==> src/hdl/flash_cfg_regs.vh <==
// Constants for the configuration field loader and its array read port.
// Assumes a 32 kbyte array with a 16-bit word-wide read macro, big-endian bytes.
`ifndef FLASH_CFG_REGS_VH
`define FLASH_CFG_REGS_VH

// Address map (byte offsets from the array or info memory base)
`define ARRAY_LAST 16'h7FFF
`define INFO_LAST 16'h007F
`define CFG_BASE 15'h7F00
`define CFG_LAST_WORD 3'h7
`define CFG_KEY_LAST_WORD 3'h3
`define CFG_PROT_WORD 3'h6
`define CFG_OPT_SEC_WORD 3'h7

// Sector index field of a byte address (64 sectors of 512 bytes)
`define SECTOR_HI 14
`define SECTOR_LO 9

// Info memory region bounds and codes
`define INFO_WAFER_LAST 7'h0D
`define INFO_CTRL_FIRST 7'h40
`define INFO_CTRL_LAST 7'h4F
`define INFO_MCU_FIRST 7'h7C
`define REGION_WAFER 2'h0
`define REGION_CTRL 2'h1
`define REGION_MCU 2'h2
`define REGION_RSVD 2'h3

// Option byte fields and watchdog codes
`define OPT_RATE_HI 2
`define OPT_RATE_LO 0
`define OPT_WIN_BIT 3
`define RATE_OFF 3'h0
`define RATE_LONGEST 3'h7
`define SEC_HI 1
`define SEC_LO 0
`define SEC_UNSECURED 2'h2

// Read values and reset values
`define ERASED_WORD 16'hFFFF
`define ERASED_BYTE 8'hFF
`define ZERO_BYTE 8'h00

`endif

==> src/hdl/flash_config_field_loader.v <==
// Reset-time configuration field loader with the array read port inside.
// Assumes sys_resetn_i is the chip reset, held low by others until hold_reset_o drops.
`timescale 1ns/100ps
`default_nettype none
`include "flash_cfg_regs.vh"

module flash_config_field_loader (
  // Clock and block reset
  input wire clk_sys_i,
  input wire rstn_i,
  // System reset sequence
  input wire sys_resetn_i,
  output reg hold_reset_o,
  output reg cfg_done_o,
  // Start-up conditions
  input wire special_mode_i,
  input wire watchdog_reset_i,
  // Command controller status
  input wire cmd_busy_i,
  // Captured configuration
  output reg [63:0] unlock_key_o,
  output reg [7:0] protection_byte_reg_o,
  output reg [7:0] flash_option_byte_reg_o,
  output reg [7:0] security_byte_reg_o,
  output reg secured_o,
  // Watchdog start-up settings and service check
  output reg [2:0] watchdog_rate_select_o,
  output reg window_watchdog_enable_o,
  output reg watchdog_enabled_o,
  output reg [4:0] watchdog_timeout_log2_o,
  input wire [15:0] watchdog_count_i,
  input wire watchdog_service_i,
  output reg early_service_reset_o,
  // Bus reads
  input wire bus_req_i,
  input wire bus_info_i,
  input wire bus_word_i,
  input wire [15:0] bus_addr_i,
  output wire bus_ready_o,
  output wire bus_err_o,
  output wire [15:0] bus_rdata_o,
  output wire [5:0] bus_sector_o,
  output wire [1:0] bus_region_o,
  // Array macro
  output wire mem_rd_o,
  output wire mem_info_o,
  output wire [13:0] mem_waddr_o,
  input wire [15:0] mem_rdata_i
);

  localparam L_ISSUE = 2'h0;
  localparam L_WAIT = 2'h1;
  localparam L_DONE = 2'h2;

  reg [1:0] lstate; // Loader state
  reg [2:0] widx; // Field word being read
  reg ld_req; // Read request pulse to the port
  reg sys_resetn_q; // Last sample of system reset
  wire ld_valid; // Port answer to the loader
  wire [15:0] ld_data; // Word returned to the loader

  // Timeout exponent for a rate code
  function [4:0] rate_log2;
    input [2:0] r;
    begin
      case (r)
        3'h1: rate_log2 = 5'h06;
        3'h2: rate_log2 = 5'h08;
        3'h3: rate_log2 = 5'h0A;
        3'h4: rate_log2 = 5'h0C;
        3'h5: rate_log2 = 5'h0E;
        3'h6: rate_log2 = 5'h0F;
        3'h7: rate_log2 = 5'h10;
        default: rate_log2 = 5'h00;
      endcase
    end
  endfunction

  // Start of the service window: three quarters of the timeout
  wire [16:0] window_start = {14'h0000, 3'h3} << (watchdog_timeout_log2_o - 5'h02);

  ////////////////////////////////////////////////////////////////////////////
  // Array read port, shared between loader and bus
  flash_read_port u_port (
    .clk_sys_i(clk_sys_i),
    .rstn_i(rstn_i),
    .blocked_i(cmd_busy_i),
    .ld_req_i(ld_req),
    .ld_addr_i(`CFG_BASE + {11'h000, widx, 1'b0}),
    .ld_valid_o(ld_valid),
    .ld_data_o(ld_data),
    .bus_req_i(bus_req_i && cfg_done_o),
    .bus_info_i(bus_info_i),
    .bus_word_i(bus_word_i),
    .bus_addr_i(bus_addr_i),
    .bus_ready_o(bus_ready_o),
    .bus_err_o(bus_err_o),
    .bus_rdata_o(bus_rdata_o),
    .bus_sector_o(bus_sector_o),
    .bus_region_o(bus_region_o),
    .mem_rd_o(mem_rd_o),
    .mem_info_o(mem_info_o),
    .mem_waddr_o(mem_waddr_o),
    .mem_rdata_i(mem_rdata_i)
  );

  ////////////////////////////////////////////////////////////////////////////
  // Loader: walks the eight field words while the system is in reset.
  // Bus reads are shut out until the field is in; a read still in the port when a reload starts can make the port miss ld_req.
  always @(posedge clk_sys_i) begin
    if (!rstn_i) begin
      lstate <= L_ISSUE;
      widx <= 3'h0;
      ld_req <= 1'b0;
      sys_resetn_q <= 1'b0;
      cfg_done_o <= 1'b0;
      hold_reset_o <= 1'b1;
      unlock_key_o <= {4{`ERASED_WORD}};
      protection_byte_reg_o <= `ERASED_BYTE;
      flash_option_byte_reg_o <= `ERASED_BYTE;
      security_byte_reg_o <= `ERASED_BYTE;
      secured_o <= 1'b1;
    end else begin
      sys_resetn_q <= sys_resetn_i;
      ld_req <= 1'b0;
      if (!sys_resetn_i && sys_resetn_q) begin
        // New reset sequence: read the field again
        lstate <= L_ISSUE;
        widx <= 3'h0;
        cfg_done_o <= 1'b0;
        hold_reset_o <= 1'b1;
      end else begin
        case (lstate)
          L_ISSUE: begin
            ld_req <= 1'b1;
            lstate <= L_WAIT;
          end
          L_WAIT: begin
            if (ld_valid) begin
              // Key words first, then protection, option and security
              if (widx <= `CFG_KEY_LAST_WORD) begin
                unlock_key_o[{~widx[1:0], 4'h0} +: 16] <= ld_data;
              end else if (widx == `CFG_PROT_WORD) begin
                protection_byte_reg_o <= ld_data[7:0];
              end else if (widx == `CFG_OPT_SEC_WORD) begin
                flash_option_byte_reg_o <= ld_data[15:8];
                security_byte_reg_o <= ld_data[7:0];
                secured_o <= ld_data[`SEC_HI:`SEC_LO] != `SEC_UNSECURED;
              end
              if (widx == `CFG_LAST_WORD) begin
                lstate <= L_DONE;
                cfg_done_o <= 1'b1;
                hold_reset_o <= 1'b0;
              end else begin
                widx <= widx + 3'h1;
                lstate <= L_ISSUE;
              end
            end
          end
          default: begin
            // Field held stable until the next reset sequence
            lstate <= L_DONE;
          end
        endcase
      end
    end
  end

  ////////////////////////////////////////////////////////////////////////////
  // Watchdog start-up settings, taken on the rising edge of system reset
  always @(posedge clk_sys_i) begin
    if (!rstn_i) begin
      watchdog_rate_select_o <= `RATE_OFF;
      window_watchdog_enable_o <= 1'b0;
      watchdog_enabled_o <= 1'b0;
      watchdog_timeout_log2_o <= 5'h00;
    end else if (sys_resetn_i && !sys_resetn_q) begin
      if (secured_o && special_mode_i && watchdog_reset_i) begin
        watchdog_rate_select_o <= `RATE_LONGEST;
        watchdog_enabled_o <= 1'b1;
        watchdog_timeout_log2_o <= rate_log2(`RATE_LONGEST);
      end else begin
        watchdog_rate_select_o <= ~flash_option_byte_reg_o[`OPT_RATE_HI:`OPT_RATE_LO];
        watchdog_enabled_o <= ~flash_option_byte_reg_o[`OPT_RATE_HI:`OPT_RATE_LO] != `RATE_OFF;
        watchdog_timeout_log2_o <= rate_log2(~flash_option_byte_reg_o[`OPT_RATE_HI:`OPT_RATE_LO]);
      end
      window_watchdog_enable_o <= ~flash_option_byte_reg_o[`OPT_WIN_BIT];
    end
  end

  ////////////////////////////////////////////////////////////////////////////
  // Early service check: a service write before the last quarter resets the part
  always @(posedge clk_sys_i) begin
    if (!rstn_i) begin
      early_service_reset_o <= 1'b0;
    end else begin
      early_service_reset_o <= watchdog_service_i && watchdog_enabled_o &&
        window_watchdog_enable_o && ({1'b0, watchdog_count_i} < window_start);
    end
  end

endmodule // flash_config_field_loader

`default_nettype wire

==> src/hdl/flash_read_port.v <==
// Read port of the nonvolatile array: decode, latency and command blocking.
// Assumes the array macro answers mem_rdata_i in the same cycle as its address.
`timescale 1ns/100ps
`default_nettype none
`include "flash_cfg_regs.vh"

module flash_read_port (
  // Clock and reset
  input wire clk_sys_i,
  input wire rstn_i,
  // Command controller status
  input wire blocked_i,
  // Loader requests (word-aligned byte address)
  input wire ld_req_i,
  input wire [14:0] ld_addr_i,
  output reg ld_valid_o,
  output reg [15:0] ld_data_o,
  // Bus read requests
  input wire bus_req_i,
  input wire bus_info_i,
  input wire bus_word_i,
  input wire [15:0] bus_addr_i,
  output reg bus_ready_o,
  output reg bus_err_o,
  output reg [15:0] bus_rdata_o,
  output reg [5:0] bus_sector_o,
  output reg [1:0] bus_region_o,
  // Array macro
  output reg mem_rd_o,
  output reg mem_info_o,
  output reg [13:0] mem_waddr_o,
  input wire [15:0] mem_rdata_i
);

  localparam S_IDLE = 2'h0;
  localparam S_HOLD = 2'h1;
  localparam S_FIRST = 2'h2;
  localparam S_SECOND = 2'h3;

  reg [1:0] state; // Access sequencer
  reg p_ld; // Pending access is the loader's
  reg p_word; // Pending access is a word
  reg p_odd; // Pending address is odd
  reg [7:0] hi_byte; // First half of a misaligned word

  // Info memory region of an address
  function [1:0] info_region;
    input [6:0] a;
    begin
      if (a <= `INFO_WAFER_LAST) begin
        info_region = `REGION_WAFER;
      end else if (a >= `INFO_CTRL_FIRST && a <= `INFO_CTRL_LAST) begin
        info_region = `REGION_CTRL;
      end else if (a >= `INFO_MCU_FIRST) begin
        info_region = `REGION_MCU;
      end else begin
        info_region = `REGION_RSVD;
      end
    end
  endfunction

  // Address in range for its space
  wire bus_hit = bus_info_i ? (bus_addr_i <= `INFO_LAST) : (bus_addr_i <= `ARRAY_LAST);

  ////////////////////////////////////////////////////////////////////////////
  // Sequencer: one cycle for bytes and aligned words, two for misaligned words
  always @(posedge clk_sys_i) begin
    if (!rstn_i) begin
      state <= S_IDLE;
      p_ld <= 1'b0;
      p_word <= 1'b0;
      p_odd <= 1'b0;
      hi_byte <= `ZERO_BYTE;
      ld_valid_o <= 1'b0;
      ld_data_o <= `ERASED_WORD;
      bus_ready_o <= 1'b0;
      bus_err_o <= 1'b0;
      bus_rdata_o <= `ERASED_WORD;
      bus_sector_o <= 6'h00;
      bus_region_o <= `REGION_WAFER;
      mem_rd_o <= 1'b0;
      mem_info_o <= 1'b0;
      mem_waddr_o <= 14'h0000;
    end else begin
      // Answers are single-cycle pulses
      ld_valid_o <= 1'b0;
      bus_ready_o <= 1'b0;
      case (state)
        S_IDLE: begin
          if (ld_req_i) begin
            // Loader first: it only runs while the system is held in reset
            p_ld <= 1'b1;
            p_word <= 1'b1;
            p_odd <= 1'b0;
            mem_info_o <= 1'b0;
            mem_waddr_o <= ld_addr_i[14:1];
            mem_rd_o <= !blocked_i;
            state <= blocked_i ? S_HOLD : S_FIRST;
          end else if (bus_req_i && !bus_hit) begin
            // Unmapped: answer at once with erased data and an error
            bus_ready_o <= 1'b1;
            bus_err_o <= 1'b1;
            bus_rdata_o <= `ERASED_WORD;
          end else if (bus_req_i) begin
            p_ld <= 1'b0;
            p_word <= bus_word_i;
            p_odd <= bus_addr_i[0];
            mem_info_o <= bus_info_i;
            mem_waddr_o <= bus_addr_i[14:1];
            bus_sector_o <= bus_addr_i[`SECTOR_HI:`SECTOR_LO];
            bus_region_o <= info_region(bus_addr_i[6:0]);
            mem_rd_o <= !blocked_i;
            state <= blocked_i ? S_HOLD : S_FIRST;
          end
        end
        S_HOLD: begin
          // Wait out a running program or erase command
          if (!blocked_i) begin
            mem_rd_o <= 1'b1;
            state <= S_FIRST;
          end
        end
        S_FIRST: begin
          if (p_ld) begin
            ld_valid_o <= 1'b1;
            ld_data_o <= mem_rdata_i;
            mem_rd_o <= 1'b0;
            state <= S_IDLE;
          end else if (p_word && p_odd) begin
            // Misaligned word: high byte is the low half of this word
            hi_byte <= mem_rdata_i[7:0];
            mem_waddr_o <= mem_waddr_o + 14'h0001;
            state <= S_SECOND;
          end else begin
            bus_ready_o <= 1'b1;
            bus_err_o <= 1'b0;
            if (p_word) begin
              bus_rdata_o <= mem_rdata_i;
            end else if (p_odd) begin
              bus_rdata_o <= {`ZERO_BYTE, mem_rdata_i[7:0]};
            end else begin
              bus_rdata_o <= {`ZERO_BYTE, mem_rdata_i[15:8]};
            end
            mem_rd_o <= 1'b0;
            state <= S_IDLE;
          end
        end
        default: begin
          // Second half; a command that starts in between stalls it
          if (!blocked_i) begin
            bus_ready_o <= 1'b1;
            bus_err_o <= 1'b0;
            bus_rdata_o <= {hi_byte, mem_rdata_i[15:8]};
            mem_rd_o <= 1'b0;
            state <= S_IDLE;
          end
        end
      endcase
    end
  end

endmodule // flash_read_port

`default_nettype wire

==> config.mk <==
export PLATFORM = sky130hd
export DESIGN_NAME = flash_config_field_loader
export DESIGN_NICKNAME = d
export VERILOG_FILES = /design/src/hdl/flash_config_field_loader.v /design/src/hdl/flash_read_port.v
export VERILOG_INCLUDE_DIRS = /design/src /design/src/hdl
export SDC_FILE = /design/constraint.sdc
export NUM_CORES = 1
export LEC_CHECK = 0
export ABC_AREA = 1
export BUFFER_PORTS_ARGS = -buffer_cell sky130_fd_sc_hd__buf_2
export CAP_MARGIN = 20
export CELL_PAD_IN_SITES_DETAIL_PLACEMENT = 1
export CELL_PAD_IN_SITES_GLOBAL_PLACEMENT = 1
export CORE_AREA = 2 2 205 167
export CTS_BUF_LIST = sky130_fd_sc_hd__clkbuf_4
export DETAILED_ROUTE_END_ITERATION = 7
export DIE_AREA = 0 0 207 169
export PLACE_DENSITY_LB_ADDON = 0.1
export SYNTH_ARGS = -nofsm -noshare
export SYNTH_HDL_FRONTEND = slang
export SYNTH_SLANG_ARGS = --single-unit
==> constraint.sdc <==
create_clock -name clk_sys_i -period 2.7 [get_ports clk_sys_i]
set_clock_uncertainty 0.05 [all_clocks]
set_input_delay 0.54 -clock clk_sys_i [delete_from_list [all_inputs] [get_ports clk_sys_i]]
set_output_delay 0.54 -clock clk_sys_i [all_outputs]
set_load 0.05 [all_outputs]
---- Word level (Yosys, flattened, before mapping) ----
Cells that the tools add are included.
word-level totals
  output and inout bits ................... 144
  flip-flop bits (word level) ............. 181
  word-level logic and storage cells ...... 186
  input port bits ......................... 58
cells by class
  bitwise gates (word level) .............. 12
  reduce and logical (&&, ||, !) cells .... 35
  shifts and indexed selects .............. 3
  eq/ne operators ......................... 25
  $add $sub $neg .......................... 5
  $lt $le $gt $ge ......................... 8
  muxes and demuxes ....................... 67
operators with widths
  operator                 count
  $mux 16                  6
  $mux 14                  5
  $bwmux 64                1
  $shift 16x8->64 const A  1
  $shiftx 16x8->64         1
  $pmux 16 s3              1
  $pmux 5 s7               1
  $mux 1                   32
  $pmux 14 s2              1
  $mux 2                   12
  $eq 3x3->1 const B       6
  $lt 16x17->1             1
  $shl 2x5->17 const A     1
  $le 16x15->1 const B     1
  $le 16x7->1 const B      1
  $reduce_and 5->1         3
  $add 14x1->14 const B    1
  $ge 7x7->1 const B       2
  $ne 2x2->1 const B       6
  $reduce_and 3->1         4
  $reduce_and 4->1         3
  $reduce_and 6->1         2
  $logic_and 1x1->1        11
  $add 9x5->10 const A     1
  other kinds (29)         51

---- Depth between registers and ports, before layout ----
  word-level depth ........................ 7
  mapped depth ............................ 16
  mapped depth without buffers ............ 16

---- Cells and area by module ----
A second synthesis with hierarchy kept.
unflattened totals
  cells, all modules ...................... 1160
  area, all modules ....................... 8411.8 µm²
by module, submodules not included
  module                     cells an instance  times used  area each (µm²)  sequential area each (µm²)
  flash_config_field_loader  629                1           4807.1           2182.1
  flash_read_port            531                1           3604.7           1441.4

---- Least setup slack after synthesis ----
OpenSTA, ideal clock, no wires.
  path type ............................... reg-to-reg
  start point ............................. register watchdog_timeout_log2_o[1]
  end point ............................... register early_service_reset_o
  setup time .............................. 65 ps
  path buffers ............................ 0
  arrival time ............................ 2701 ps
  stages on the path, launching flop included .. 17
  data required time ...................... 2585 ps
  slack ................................... -116 ps
  clock period less this slack ............ 2816 ps
  path through ............................ dfxtp_1 > inv_1 > ha_1 > inv_1 > nand2_1 > nand2_1 > inv_1 > nor2_1 > nand2_1 > ha_1 > a21oi_1 > nor2_1 > a211oi_1 > nor2_1 > nor2_1 > nand3_1 > nor2_1
on the way
  cells in the longest elaborated chain, start to end .. 4
ends and longest elaborated chain
  item                    RTL line                         RTL
  start, declared         flash_config_field_loader.v:30   output reg [4:0] watchdog_timeout_log2_o,
  start signal, assigned  flash_config_field_loader.v:181  watchdog_timeout_log2_o <= rate_log2(`RATE_LONGEST);
  start signal, assigned  flash_config_field_loader.v:185  watchdog_timeout_log2_o <= rate_log2(~flash_option_byte_reg_o[`OPT_RATE_HI:`OPT_RATE_LO]);
  $sub 5x2->5             flash_config_field_loader.v:80   wire [16:0] window_start = {14'h0000, 3'h3} << (watchdog_timeout_log2_o - 5'h02);
  $shl 2x5->17            flash_config_field_loader.v:80
  $lt 16x17->1            flash_config_field_loader.v:198  window_watchdog_enable_o && ({1'b0, watchdog_count_i} < window_start);
  $logic_and 1x1->1       flash_config_field_loader.v:198
  end signal, assigned    flash_config_field_loader.v:197  early_service_reset_o <= watchdog_service_i && watchdog_enabled_o &&
  end, declared           flash_config_field_loader.v:33   output reg early_service_reset_o,
Every way passes these cells.
A chain may end at the register's enable or synchronous reset.

---- Worst setup path in the final report ----
  start point ............................. register watchdog_timeout_log2_o[2]
  end point ............................... register early_service_reset_o
Same word-level chain as after synthesis.

==> flow_summary_export.csv <==
group,metric,value,unit
status,status,"completed",
clock_network,cts_tree,"yes",
finish,multi_input_area,3980,µm²
sta,final_hold_viol_count,0,
floorplan,io_pins,202,
sta,period_minus_slack,2440,ps
synthesis,synthesis.nets,1175,
sta,tightest_slew,657,ps
floorplan,fp.dieArea,35000,µm²
clock_network,clk_latency,570,ps
placement,portBuffers,201,
sta,slew_viol_final,0,
synthesis,syn_inst,1087,
grt,grt_pass1_vias,8078,
clock_network,numCtsBuffers,17,
grt,grt_pass1_wl,47.7,mm
grt,grt_use_total,17.3,%
synthesis,post_synth_num_cell_types,46,
route,drc,0,
setup_path,crit_fanout,6,
setup_path,cp_top_family,"simple AND/OR/NAND/NOR gates",
power,combinationalPowerShare,23.5,%
run,maxCapViolations,0,
clock_network,cts.clk_slew.worst_paths,150,ps
setup_path,max_stage_delay,410,ps
finish,fin_nets,1367,
synthesis,synth-seq-cells,181,
route,drt.antenna.violating_nets,0,
setup_path,cp.arrival,2910,ps
clock_network,htreeDepth,4,
floorplan,rows,60,
synthesis,ys.flop_type,"dfxtp_1",
finish,most-common-layout-cells,"nand2_1 (258), buf_2 (201), dfxtp_1 (179)",
finish,layout-drive-gt1-share,23.1,%
setup_path,crit_type,"flop to flop",
finish,design_area,10000,µm²
floorplan,core-area,33000,µm²
placement,gp_congestion,0.785,
power,p_seq_share,49.2,%
power,p_per_area,605,nW/µm²
grt,grt_start_max_net_pins,80,
route,num_vias,8007,
grt,grt_overflow,0,
finish,regArea,3630,µm²
route,dr.pass1.iters,5,
clock_network,cts_buffer_depth,2,
clock_network,cts_setup_buffers,0,
finish,fill_cells,4123,
clock_network,cts_sinks,181,
clock_network,cts_root_buf,"clkbuf_4",
floorplan,start_util,24.7,%
power,swShare,36.4,%
power,switchingPower,2200,µW
min_path,min_path_type,"primary input to flop",
synthesis,synth_edf_count,0,
power,p_total,6050,µW
synthesis,synth.cell_area,8150,µm²
placement,place_hpwl,22.8,mm
route,wirelength,30.2,mm
sta,fmax,0.409,GHz
synthesis,yosysWarningCount,0,
route,drt_iter0_drc,298,
finish,area_growth_syn_to_layout,22.7,%
synthesis,seq_area_frac_synth,44.5,%
synthesis,syn_area_per_cell,7.50,µm²
sta,setup_viol,0,
setup_path,crit_chain,"inv_1 > ha_1 > inv_1 > nand2_1 > nand2_1 > inv_1 > nor2_4 > nand2_1 > ha_1 > a21oi_1 > nor2_1 > a211oi_1 > nor2_1 > nor2_1 > nand3_1 > nor2_1",
power,power.internal,3850,µW
placement,dp_cells,1694,
synthesis,synthArstFlopShare,0,%
floorplan,fp.dieH,169,µm
finish,fin_cells,1726,
clock_network,post_cts_resized,0,
placement,post_dp_cell_area,9680,µm²
floorplan,die_w,207,µm
setup_path,cpMostUsedCell,"nor2_1",
setup_path,crit_buf_inv,3,
setup_path,crit_required,3170,ps
route,vias_per_cell,4.64,
power,p_leak,0.00433,µW
route,wl_per_cell,17.5,µm
setup_path,cp_slowest_cell,"dfxtp_2",
sta,slew_headroom,56.1,%
grt,antenna_found_initial,1,
clock_network,cts-hold-fix-buffers,0,
power,clock_power_share,27.3,%
sta,period_share,90.5,%
power,ir_worst_vdd,307,µV
setup_path,startpoint_type,"flop",
setup_path,cp-end-kind,"flop",
finish,layout_commonest_cell,"nand2_1",
## area by class of cell
type | count | area share (%)
multi-input cells | 764 | 39.8
flip-flops and latches | 181 | 36.3
repair buffers | 227 | 12.3
well taps | 434 | 5.43
inverters | 88 | 3.33
clock inverters | 13 | 1.56
clock buffers | 18 | 1.35
diodes | 1 | 0.0250
## sequential cells by signal (all words and copies together), names as in the netlist, 2 cells and up
register                 count
lstate                       2
widx                         3
u_port.hi_byte               8
u_port.bus_region_o          2
watchdog_rate_select_o       3
flash_option_byte_reg_o      8
protection_byte_reg_o        8
unlock_key_o                64
u_port.ld_data_o            16
security_byte_reg_o          8
u_port.bus_sector_o          6
u_port.state                 2
u_port.mem_waddr_o          14
watchdog_timeout_log2_o      5
u_port.bus_rdata_o          16
## worst register-to-register path, stage by stage, from the launching register on
cell      delay (ps)
dfxtp_2          410
inv_1             90
ha_1             210
inv_1             60
nand2_1           40
nand2_1          180
inv_1            120
nor2_4           170
nand2_1           80
ha_1             290
a21oi_1          160
nor2_1            50
a211oi_1         160
nor2_1            70
nor2_1            90
nand3_1           90
nor2_1            90
## power groups by stage
stage / sequential, µW / clock [µW] / combinational, µW
CTS: 2980 / 1740 / 1450
global route: 3000 / 1840 / 1570
detailed placement: 3040 / 0 / 1440
global placement: 3040 / 0 / 1430
floorplan: 3380 / 0 / 638
finish: 2980 / 1650 / 1420
## final timing paths
kind / startpoint / to / slack [ps] / cells after the start
setup / recovery: watchdog_timeout_log2_o[2]$_SDFFE_PN0P_ / early_service_reset_o$_SDFF_PN0_ / 260 / 16
hold / removal: sys_resetn_i / sys_resetn_q$_SDFF_PN0_ / 130 / 3
setup reg to reg: watchdog_timeout_log2_o[2]$_SDFFE_PN0P_ / early_service_reset_o$_SDFF_PN0_ / 260 / 16
hold reg to reg: u_port.ld_data_o[11]$_SDFFE_PN1P_ / unlock_key_o[11]$_SDFFE_PN1P_ / 410 / 2
## per-layer routing
metal | GRT usage [%] | wire [µm]
met1 | 25.5 | 15700
met2 | 26.2 | 13000
met3 | 2.84 | 1270
met4 | 3.85 | 280
met5 | 0 | 0
## cells in the mapped netlist (3+ instances only)
cell      instances  share of area [%]
a211oi_1          3               0.28
o21ai_1           8               0.49
o41ai_1          14                1.5
inv_2             6               0.28
dfxtp_1         181                 44
nand3_2           3               0.37
a21oi_1         109                6.7
a31oi_1           4               0.31
o31ai_1           3               0.28
inv_1            80                3.7
nand3_1          97                6.0
ha_1             30                4.6
o211ai_2          3               0.46
buf_1             9               0.41
nand2_1         258                 12
a211oi_2          3               0.46
nor2_2            5               0.38
o21ai_0          69                4.2
nand2_2           3               0.23
buf_2            10               0.61
o211ai_1         24                2.2
nand4_1          10               0.77
o21a_1            4               0.37
nor3_1            8               0.49
nor2_1           84                3.9
clkbuf_1         31                1.4
## cells by family (layout without fill, tap and decap cells)
kind of cell | Yosys count | after routing | share of synthesized area (%)
AOI/OAI and AO/OA | 257 | 257 | 18.7
xor gates and xnor gates | 2 | 2 | 0.215
adders and majority gates | 30 | 30 | 4.61
buffers and inverters | 142 | 346 | 7.00
DFF | 181 | 181 | 44.5
other | 0 | 1 | 0
and+or+nand+nor | 475 | 475 | 25.0
## per-stage QoR
stage                     setup WS (ps)  setup TNS (ps)  hold WS (ps)  utilization (%)
final                               255               0           126             30.3
after global routing              -4.18           -4.18          72.2             30.3
after CTS                           112               0          49.5             30.2
after detailed placement            154               0           389             29.3
after global placement              211               0           382             29.3
after floorplan                     132               0           393                -
Note: power is estimated with default switching activity, not from simulation.
